--- config.mk ---
export PLATFORM = sky130hd
export DESIGN_NAME = isb_master
export DESIGN_NICKNAME = d
export VERILOG_FILES = /design/src/rtl/isb_pkg.sv /design/src/rtl/isb_byte_mem.sv /design/src/rtl/isb_master.sv
export SDC_FILE = /design/constraint.sdc
export NUM_CORES = 1
export LEC_CHECK = 0
export BUFFER_PORTS_ARGS = -buffer_cell sky130_fd_sc_hd__buf_4
export CELL_PAD_IN_SITES_DETAIL_PLACEMENT = 0
export CELL_PAD_IN_SITES_GLOBAL_PLACEMENT = 1
export CORE_ASPECT_RATIO = 0.9
export CORE_MARGIN = 1.5
export CORE_UTILIZATION = 48
export CTS_CLUSTER_DIAMETER = 50
export CTS_CLUSTER_SIZE = 16
export DETAILED_ROUTE_END_ITERATION = 8
export MAX_ROUTING_LAYER = met4
export PLACE_DENSITY_LB_ADDON = 0.15
export SYNTH_ARGS = -nofsm -noshare
export SYNTH_HDL_FRONTEND = slang
export SYNTH_SLANG_ARGS = --single-unit
--- constraint.sdc ---
create_clock -name i_clock -period 3.35 [get_ports i_clock]
set_input_delay 1.005 -clock i_clock [delete_from_list [all_inputs] [get_ports i_clock]]
set_output_delay 1.005 -clock i_clock [all_outputs]
set_load 0.1 [all_outputs]
--- src/rtl/isb_pkg.sv ---
/*
 * isb_pkg: constants and carrier types for the sensor i2c master and bus select block.
 * assumes a 10 MHz clock and an open-drain i2c bus with external pull-ups.
 */
package isb_pkg;

	localparam int          CLK_HZ          = 10_000_000;
	localparam int          SCL_HZ          = 100_000;
	localparam int          QTR_CYC         = CLK_HZ / (SCL_HZ * 4);
	localparam logic [6:0]  ACCEL_ADDR      = 7'h53;
	localparam logic [6:0]  VDEC_ADDR       = 7'h20;
	localparam logic [7:0]  ACCEL_FMT_IDX   = 8'h31;
	localparam logic [7:0]  ACCEL_XLO_IDX   = 8'h32;
	localparam logic [31:0] SEL_MASK        = 32'h0008_0000;
	localparam int          SEL_BIT         = 19;
	localparam int          AXIS_BYTES      = 6;
	localparam int          MAX_BYTES       = 8;
	// full resolution, +-16g, left justified
	localparam logic [7:0]  ACCEL_FMT_VAL   = 8'h0f;

	typedef enum logic [1:0]
	{
		ISB_OP_WRITE,
		ISB_OP_READ,
		ISB_OP_FMT,
		ISB_OP_AXES
	} isb_op_t;

	typedef struct packed
	{
		isb_op_t     op;
		logic        sec_bus;
		logic [7:0]  index;
		logic [3:0]  count;
	} isb_req_t;

	typedef struct packed
	{
		logic scl_oe;
		logic sda_oe;
	} isb_pins_t;

endpackage : isb_pkg

--- src/rtl/isb_byte_mem.sv ---
/*
 * isb_byte_mem: small byte memory holding burst data for one transfer.
 * assumes one writer and one reader in the same clock domain.
 */
`timescale 1ns/1ps
module isb_byte_mem import isb_pkg::*;
(
	// clock only
	input  wire logic       i_clock,
	// write side
	input  wire logic       i_we,
	input  wire logic [2:0] i_waddr,
	input  wire logic [7:0] i_wdata,
	// read side
	input  wire logic [2:0] i_raddr,
	output logic      [7:0] o_rdata
);
	logic [7:0] mem_q [MAX_BYTES];

	always_ff @(posedge i_clock)
	begin
		if (i_we)
			mem_q[i_waddr] <= i_wdata;
		o_rdata <= mem_q[i_raddr];
	end
endmodule : isb_byte_mem

--- src/rtl/isb_master.sv ---
/*
 * isb_master: byte-level i2c master for the accelerometer and the switched bus,
 * plus the bus-ownership select bit held in a direction/data register pair.
 * assumes open-drain scl/sda with pull-ups; no clock stretching by slaves.
 */
`timescale 1ns/1ps
module isb_master import isb_pkg::*;
(
	// clock and reset
	input  wire logic       i_clock,
	input  wire logic       i_nrst,
	// command
	input  wire logic       i_start,
	input  isb_req_t        i_req,
	input  wire logic       i_take_bus,
	input  wire logic       i_release_bus,
	// write data load
	input  wire logic       i_wr_we,
	input  wire logic [2:0] i_wr_addr,
	input  wire logic [7:0] i_wr_data,
	// read data
	input  wire logic [2:0] i_rd_addr,
	output logic      [7:0] o_rd_data,
	// status
	output logic            o_busy,
	output logic            o_done,
	output logic            o_nack,
	output logic            o_bus_owned,
	output logic      [7:0] o_status,
	// i2c pins, oe high pulls line low
	input  wire logic       i_scl,
	input  wire logic       i_sda,
	output logic            o_scl_out,
	output logic            o_scl_oe,
	output logic            o_sda_out,
	output logic            o_sda_oe,
	// select pin
	output logic            o_bus_sel
);
	typedef enum logic [3:0]
	{
		ST_IDLE, ST_START, ST_BIT, ST_ACK, ST_RSTART, ST_STOP, ST_DONE
	} isb_state_t;

	typedef enum logic [1:0] { PH_ADDRW, PH_INDEX, PH_ADDRR, PH_DATA } isb_phase_t;

	typedef struct packed
	{
		isb_state_t  st;
		isb_phase_t  ph;
		isb_req_t    req;
		logic [7:0]  cnt;
		logic [1:0]  qtr;
		logic [2:0]  bitn;
		logic [7:0]  sh;
		logic [3:0]  nbyte;
		logic        rd;
		isb_pins_t   pins;
		logic        done;
		logic        nack;
		logic [31:0] dir;
		logic [31:0] dat;
		logic        pend_sel;
		logic        mem_we;
		logic [7:0]  mem_wd;
	} isb_state_s_t;

	isb_state_s_t s_q, s_d;
	logic [7:0]   mem_rd;
	logic [2:0]   mem_ra;
	logic         tick;
	logic         sec_ok;

	// registered read: during a frame keep the next outgoing slot addressed, ack phases too
	assign mem_ra = s_q.st != ST_IDLE ? s_q.nbyte[2:0] : i_rd_addr;

	isb_byte_mem u_mem
	(
		.i_clock (i_clock),
		.i_we    (s_q.mem_we | i_wr_we),
		.i_waddr (s_q.mem_we ? s_q.nbyte[2:0] - 3'h1 : i_wr_addr),
		.i_wdata (s_q.mem_we ? s_q.mem_wd : i_wr_data),
		.i_raddr (mem_ra),
		.o_rdata (mem_rd)
	);

	assign tick   = s_q.cnt == 8'(QTR_CYC - 1);
	assign sec_ok = s_q.dir[SEL_BIT] & s_q.dat[SEL_BIT] & ~s_q.pend_sel;

	always_comb
	begin
		s_d        = s_q;
		s_d.done   = 1'b0;
		s_d.mem_we = 1'b0;
		s_d.cnt    = tick ? 8'h00 : s_q.cnt + 8'h01;
		// direction first, data one cycle later
		if (s_q.pend_sel)
		begin
			s_d.dat[SEL_BIT] = 1'b1;
			s_d.pend_sel     = 1'b0;
		end
		if (i_take_bus && s_q.st == ST_IDLE)
		begin
			s_d.dir      = s_q.dir | SEL_MASK;
			s_d.pend_sel = 1'b1;
		end
		if (i_release_bus && s_q.st == ST_IDLE)
			s_d.dat = s_q.dat & ~SEL_MASK;
		unique case (s_q.st)
			ST_IDLE:
			begin
				s_d.cnt = 8'h00;
				s_d.qtr = 2'h0;
				if (i_start && !i_take_bus && !i_release_bus && (!i_req.sec_bus || sec_ok))
				begin
					s_d.req = i_req;
					if (i_req.op == ISB_OP_FMT)
					begin
						s_d.req.index = ACCEL_FMT_IDX;
						s_d.req.count = 4'h1;
					end
					if (i_req.op == ISB_OP_AXES)
					begin
						s_d.req.index = ACCEL_XLO_IDX;
						s_d.req.count = 4'(AXIS_BYTES);
					end
					s_d.req.sec_bus = i_req.sec_bus & (i_req.op inside {ISB_OP_WRITE, ISB_OP_READ});
					s_d.ph    = PH_ADDRW;
					s_d.nbyte = 4'h0;
					s_d.nack  = 1'b0;
					s_d.rd    = 1'b0;
					s_d.st    = ST_START;
				end
			end
			ST_START, ST_RSTART:
			begin
				if (tick)
				begin
					s_d.qtr = s_q.qtr + 2'h1;
					unique case (s_q.qtr)
						2'h0: s_d.pins = '{scl_oe: 1'b0, sda_oe: 1'b0};
						2'h1: s_d.pins.sda_oe = 1'b1;
						2'h2: s_d.pins.scl_oe = 1'b1;
						2'h3:
						begin
							// address byte, r/w in bit 0
							s_d.sh   = {(s_q.req.sec_bus ? VDEC_ADDR : ACCEL_ADDR), s_q.st == ST_RSTART};
							s_d.ph   = s_q.st == ST_RSTART ? PH_ADDRR : PH_ADDRW;
							s_d.rd   = 1'b0;
							s_d.bitn = 3'h7;
							s_d.st   = ST_BIT;
						end
					endcase
				end
			end
			ST_BIT, ST_ACK:
			begin
				if (tick)
				begin
					s_d.qtr = s_q.qtr + 2'h1;
					unique case (s_q.qtr)
						2'h0:
						begin
							if (s_q.st == ST_BIT)
								s_d.pins.sda_oe = s_q.rd ? 1'b0 : ~s_q.sh[7];
							else
								s_d.pins.sda_oe = s_q.rd && s_q.nbyte != {4'h0 | s_q.req.count};
						end
						2'h1: s_d.pins.scl_oe = 1'b0;
						2'h2:
						begin
							if (s_q.st == ST_BIT)
								s_d.sh = {s_q.sh[6:0], i_sda};
							else if (!s_q.rd && i_sda)
								s_d.nack = 1'b1;
						end
						2'h3:
						begin
							s_d.pins.scl_oe = 1'b1;
							if (s_q.st == ST_BIT)
							begin
								s_d.bitn = s_q.bitn - 3'h1;
								if (s_q.bitn == 3'h0)
								begin
									s_d.st = ST_ACK;
									if (s_q.rd)
									begin
										s_d.mem_we = 1'b1;
										s_d.mem_wd = s_q.sh;
										s_d.nbyte  = s_q.nbyte + 4'h1;
									end
								end
							end
							else if (s_q.nack)
								s_d.st = ST_STOP;
							else
							begin
								s_d.bitn = 3'h7;
								s_d.st   = ST_BIT;
								unique case (s_q.ph)
									PH_ADDRW:
									begin
										s_d.sh = s_q.req.index;
										s_d.ph = PH_INDEX;
									end
									PH_INDEX:
									begin
										if (s_q.req.op inside {ISB_OP_READ, ISB_OP_AXES})
											s_d.st = ST_RSTART;
										else
										begin
											s_d.sh    = s_q.req.op == ISB_OP_FMT ? ACCEL_FMT_VAL : mem_rd;
											s_d.nbyte = s_q.nbyte + 4'h1;
											s_d.ph    = PH_DATA;
										end
									end
									PH_ADDRR:
									begin
										s_d.rd = 1'b1;
										s_d.ph = PH_DATA;
									end
									PH_DATA:
									begin
										if (s_q.nbyte == s_q.req.count)
											s_d.st = ST_STOP;
										else if (!s_q.rd)
										begin
											s_d.sh    = mem_rd;
											s_d.nbyte = s_q.nbyte + 4'h1;
										end
									end
								endcase
							end
						end
					endcase
				end
			end
			ST_STOP:
			begin
				if (tick)
				begin
					s_d.qtr = s_q.qtr + 2'h1;
					unique case (s_q.qtr)
						2'h0: s_d.pins.sda_oe = 1'b1;
						2'h1: s_d.pins.scl_oe = 1'b0;
						2'h2: s_d.pins.sda_oe = 1'b0;
						2'h3: s_d.st = ST_DONE;
					endcase
				end
			end
			ST_DONE:
			begin
				s_d.done = 1'b1;
				s_d.st   = ST_IDLE;
			end
			default: s_d.st = ST_IDLE;
		endcase
	end

	always_ff @(posedge i_clock or negedge i_nrst)
	begin
		if (!i_nrst)
			s_q <= '{st: ST_IDLE, ph: PH_ADDRW, req: '0, pins: '0, default: '0};
		else
			s_q <= s_d;
	end

	assign o_rd_data   = mem_rd;
	assign o_busy      = s_q.st != ST_IDLE;
	assign o_done      = s_q.done;
	assign o_nack      = s_q.nack;
	assign o_bus_owned = sec_ok;
	assign o_status    = {s_q.nbyte, 1'b0, s_q.nack, sec_ok, s_q.st != ST_IDLE};
	assign o_scl_out   = 1'b0;
	assign o_sda_out   = 1'b0;
	assign o_scl_oe    = s_q.pins.scl_oe;
	assign o_sda_oe    = s_q.pins.sda_oe;
	assign o_bus_sel   = s_q.dir[SEL_BIT] & s_q.dat[SEL_BIT];

	a_sel_order: assert property (@(posedge i_clock) disable iff (!i_nrst)
		$rose(s_q.dat[SEL_BIT]) |-> $past(s_q.dir[SEL_BIT]))
		else $error("select data set before direction");
	a_sel_release: assert property (@(posedge i_clock) disable iff (!i_nrst)
		(i_release_bus && !o_busy) |=> !o_bus_sel)
		else $error("select not released");
	a_sec_gate: assert property (@(posedge i_clock) disable iff (!i_nrst)
		(s_q.st == ST_IDLE && s_d.st == ST_START && s_d.req.sec_bus) |-> o_bus_owned)
		else $error("secondary transfer without ownership");
	a_done_pulse: assert property (@(posedge i_clock) disable iff (!i_nrst)
		o_done |=> !o_done && !o_busy)
		else $error("done not a single pulse");
	a_fmt_index: assert property (@(posedge i_clock) disable iff (!i_nrst)
		(o_busy && s_q.req.op == ISB_OP_FMT) |-> s_q.req.index == ACCEL_FMT_IDX)
		else $error("format index wrong");
	a_axes_burst: assert property (@(posedge i_clock) disable iff (!i_nrst)
		(o_busy && s_q.req.op == ISB_OP_AXES) |-> s_q.req.count == 4'(AXIS_BYTES) && s_q.req.index == ACCEL_XLO_IDX)
		else $error("axis burst not six bytes from 0x32");
	a_addr_sel: assert property (@(posedge i_clock) disable iff (!i_nrst)
		(s_q.st == ST_BIT && s_q.ph == PH_ADDRW && s_q.bitn == 3'h7 && !s_q.req.sec_bus && s_q.qtr == 2'h0)
		|-> s_q.sh[7:1] == ACCEL_ADDR)
		else $error("accelerometer address wrong");
	a_vdec_addr: assert property (@(posedge i_clock) disable iff (!i_nrst)
		(s_q.st == ST_BIT && s_q.ph == PH_ADDRW && s_q.bitn == 3'h7 && s_q.req.sec_bus && s_q.qtr == 2'h0)
		|-> s_q.sh[7:1] == VDEC_ADDR)
		else $error("decoder address wrong");
endmodule : isb_master

==> out/qor.csv <==
metric,value,unit
cts.sinks,134,
clk_pin_slew,0.06,ns
critPathMaxFanout,10,
post_cts_buffers,0,
register_area,0.003633,mm²
final_nets,628,
grt_busiest_layer,met1,
multi_input_area,0.002487,mm²
synth_seq_area_share,57.14,%
gr-usage-met1,32.64,%
fp.dieH,112.2,µm
crit_type,register to primary output,
tightest_slew,0.8060,ns
p_int,0.003147,W
leakage,3.039,nW
drive_above_1_share,28.31,%
yosys_warnings,0,
cts_resized,0,
cap_violations,0,
io_buffer_count,57,
crit_required,2.34,ns
relSlewSlack,45.94,%
cp.arrival,1.95,ns
drc,0,
wl_per_cell,18.55,µm
numCtsBuffers,17,
path_cells,nor3_2 -> inv_2 -> buf_4,
cts-root-buf,clkbuf_16,
tritoncts,built,
dr.pass1.iters,6,
fin_crit_sh,88.22,%
combinationalPowerShare,22.8,%
drtIter0Drc,295,
seqPwrFrac,43.0,%
clk_latency,0.42,ns
tns,0,ns
grt_remaining_overflow,0,
async_reset_ff_share,46.27,%
postCtsHoldBufs,0,
synth_cell_types,69,
grt_max_degree,63,
endpoint_kind,primary output,
final_util,58.45,%
design_area,0.007501,mm²
finalHoldViolCount,0,
grt_pass1_wl,22470,µm
finClkSkew,0.007115,ns
vias,4230,
rows,39,
routabilityCongestion,0.8276,
netlist_area,0.006359,mm²
ios,62,
fp.dieArea,0.01395,mm²
switching_share,33.94,%
htreeDepth,4,
start_util,49.55,%
ant_nets,0,
postPlaceCellArea,0.006983,mm²
ir_worst_vdd,0.5196,mV
setup_viol,0,
grtUsageMet3,4.671,%
place.detailed.hpwl,9817,µm
num_antenna_cells,0,
use_met2,29.74,%
max_clock_freq,338.4,MHz
power,0.004763,W
p_clk_share,34.1,%
grt_setup_unrepaired,no,
finalCriticalPeriod,2.956,ns
status,"complete, no violations",
startpoint_type,register,
synth_cells,511,
synth-seq-cells,134,
grt_use_total,21.97,%
synth-edff-count,64,
finalMaxSlewViolations,0,
vias_per_cell,5.610,
antenna_found_initial,0,
crit_slowest_cell,nor3_2,
drt-total-wl,13990,µm
die_width,124.3,µm
grt_pass1_vias,4094,
synthFlopType,edfxtp_1,
p_per_area,635.0,mW/mm²
cp_num_buf_inv,2,
clockBufferDepth,2,
critPathTopFamily,simple AND/OR/NAND/NOR gates,
area_growth,17.97,%
core,0.01283,mm²
p_sw,0.001617,W
num-fill-cells,1079,
cpPeakStageDelay,0.60,ns
holdCritPathClass,register to register,
avgSynthCellArea,12.44,µm²
-- cell usage after synthesis (all sizes together), types with 3 or more instances --
cell    instances  area share (%)
buf            15             1.7
a31oi           5            0.49
o21ai          29             2.3
edfxtp         64              30
nand3          10            0.79
xor2            5            0.69
a32oi           3            0.41
a221oi          4            0.55
nand4           3            0.30
nor2           37             2.2
xnor2           7            0.96
nor3            4            0.39
nand2b          7            0.69
o221ai          3            0.41
o21a            4            0.47
dfrtp          62              24
or2             5            0.49
nand3b          3            0.35
mux4           16             5.7
mux2           35             6.2
nand2          41             2.4
inv            17             1.0
a21o            3            0.35
clkbuf         18             1.1
o22ai           3            0.30
a21oi          19             1.6
and2            4            0.39
ha             14             2.8
a211oi          3            0.35
dfxtp           8             2.5
nor2b           8            0.79
and3            3            0.30
mux2i          11             1.7
-- path summary, 6_finish.rpt --
kind	start	end	slack [ns]	depth (start not counted)
max reg2reg	s_q[96]$_DFF_PN0_	o_status[4]$_DFFE_PN0P_	0.70	7
max	s_q[122]$_DFFE_PN0P_	o_status[0]	0.39	3
min	s_q[112]$_DFFE_PN0P_	s_q[112]$_DFFE_PN0P_	0.49	2
max in group asynchronous	i_nrst	s_q[113]$_DFFE_PN0P_	2.14	1
min in group asynchronous	i_nrst	o_sda_oe$_DFFE_PN0P_	0.67	1
min reg2reg	s_q[112]$_DFFE_PN0P_	s_q[112]$_DFFE_PN0P_	0.49	2
-- power groups by stage --
stage               clock, W  sequential, W  combinational [W]
CTS                  0.00166        0.00205            0.00110
finish               0.00163        0.00205            0.00109
detailed placement         0        0.00208            0.00109
global route         0.00174        0.00207            0.00115
global placement           0        0.00207            0.00108
floorplan                  0        0.00236           0.000510
-- tightest hold or removal path, stage by stage (launching register included) --
cell	delay (ns)
dfrtp_1	0.34
nand2_1	0.05
o21ai_0	0.06
-- through the flow --
step	hold WS, ns	std cells	worst slack (ns)
floorplan	0.4498	513	0.7058
global route	0.5173	754	0.2994
detailed placement	0.4797	722	0.6693
CTS	0.4934	754	0.3436
finish	0.4936	754	0.3945
global placement	0.4738	722	0.7136
-- metal layers --
metal  vias to the layer above  share of wire (%)
met5                         -                  0
met4                         0                1.4
met3                        17                5.0
met2                       132                 42
met1                      2067                 51
li1                       2014                  -
-- placed cells by master (no fill, tap or decap), drive strengths merged, types with 19 or more instances in the layout --
master	count
edfxtp	64
mux2	35
nand2	41
dfrtp	62
inv	19
buf	78
clkbuf	19
o21ai	29
nor2	37
a21oi	19
-- sequential cells by signal, indices dropped and copies added, names as in the netlist --
name / cells
o_done: 1
o_nack: 1
o_scl_oe: 1
o_sda_oe: 1
o_status: 4
s_q: 54
u_mem.mem_q: 64
u_mem.o_rdata: 8
-- kinds of logic (layout without fill, tap and decap cells) --
logic type / after synthesis / count (layout) / synth area share [%]
compound gates: 103 / 103 / 10.78
xor+xnor: 12 / 12 / 1.653
fa+ha+maj: 14 / 14 / 2.755
buf+inv: 52 / 129 / 3.857
flops: 134 / 134 / 57.14
mux: 62 / 62 / 13.60
other cells: 1 / 3 / 0.05898
simple gates: 133 / 133 / 10.15
-- cell type report --
type                    instances  area share [%]
flip-flops and latches        134           48.44
clock inverters                13           1.134
well taps                     164           2.736
inverters                      19          0.9508
multi-input cells             327           33.16
clock buffers                  19           5.771
repair buffers                 78           7.807
Note: power is estimated with default switching activity, not from simulation.
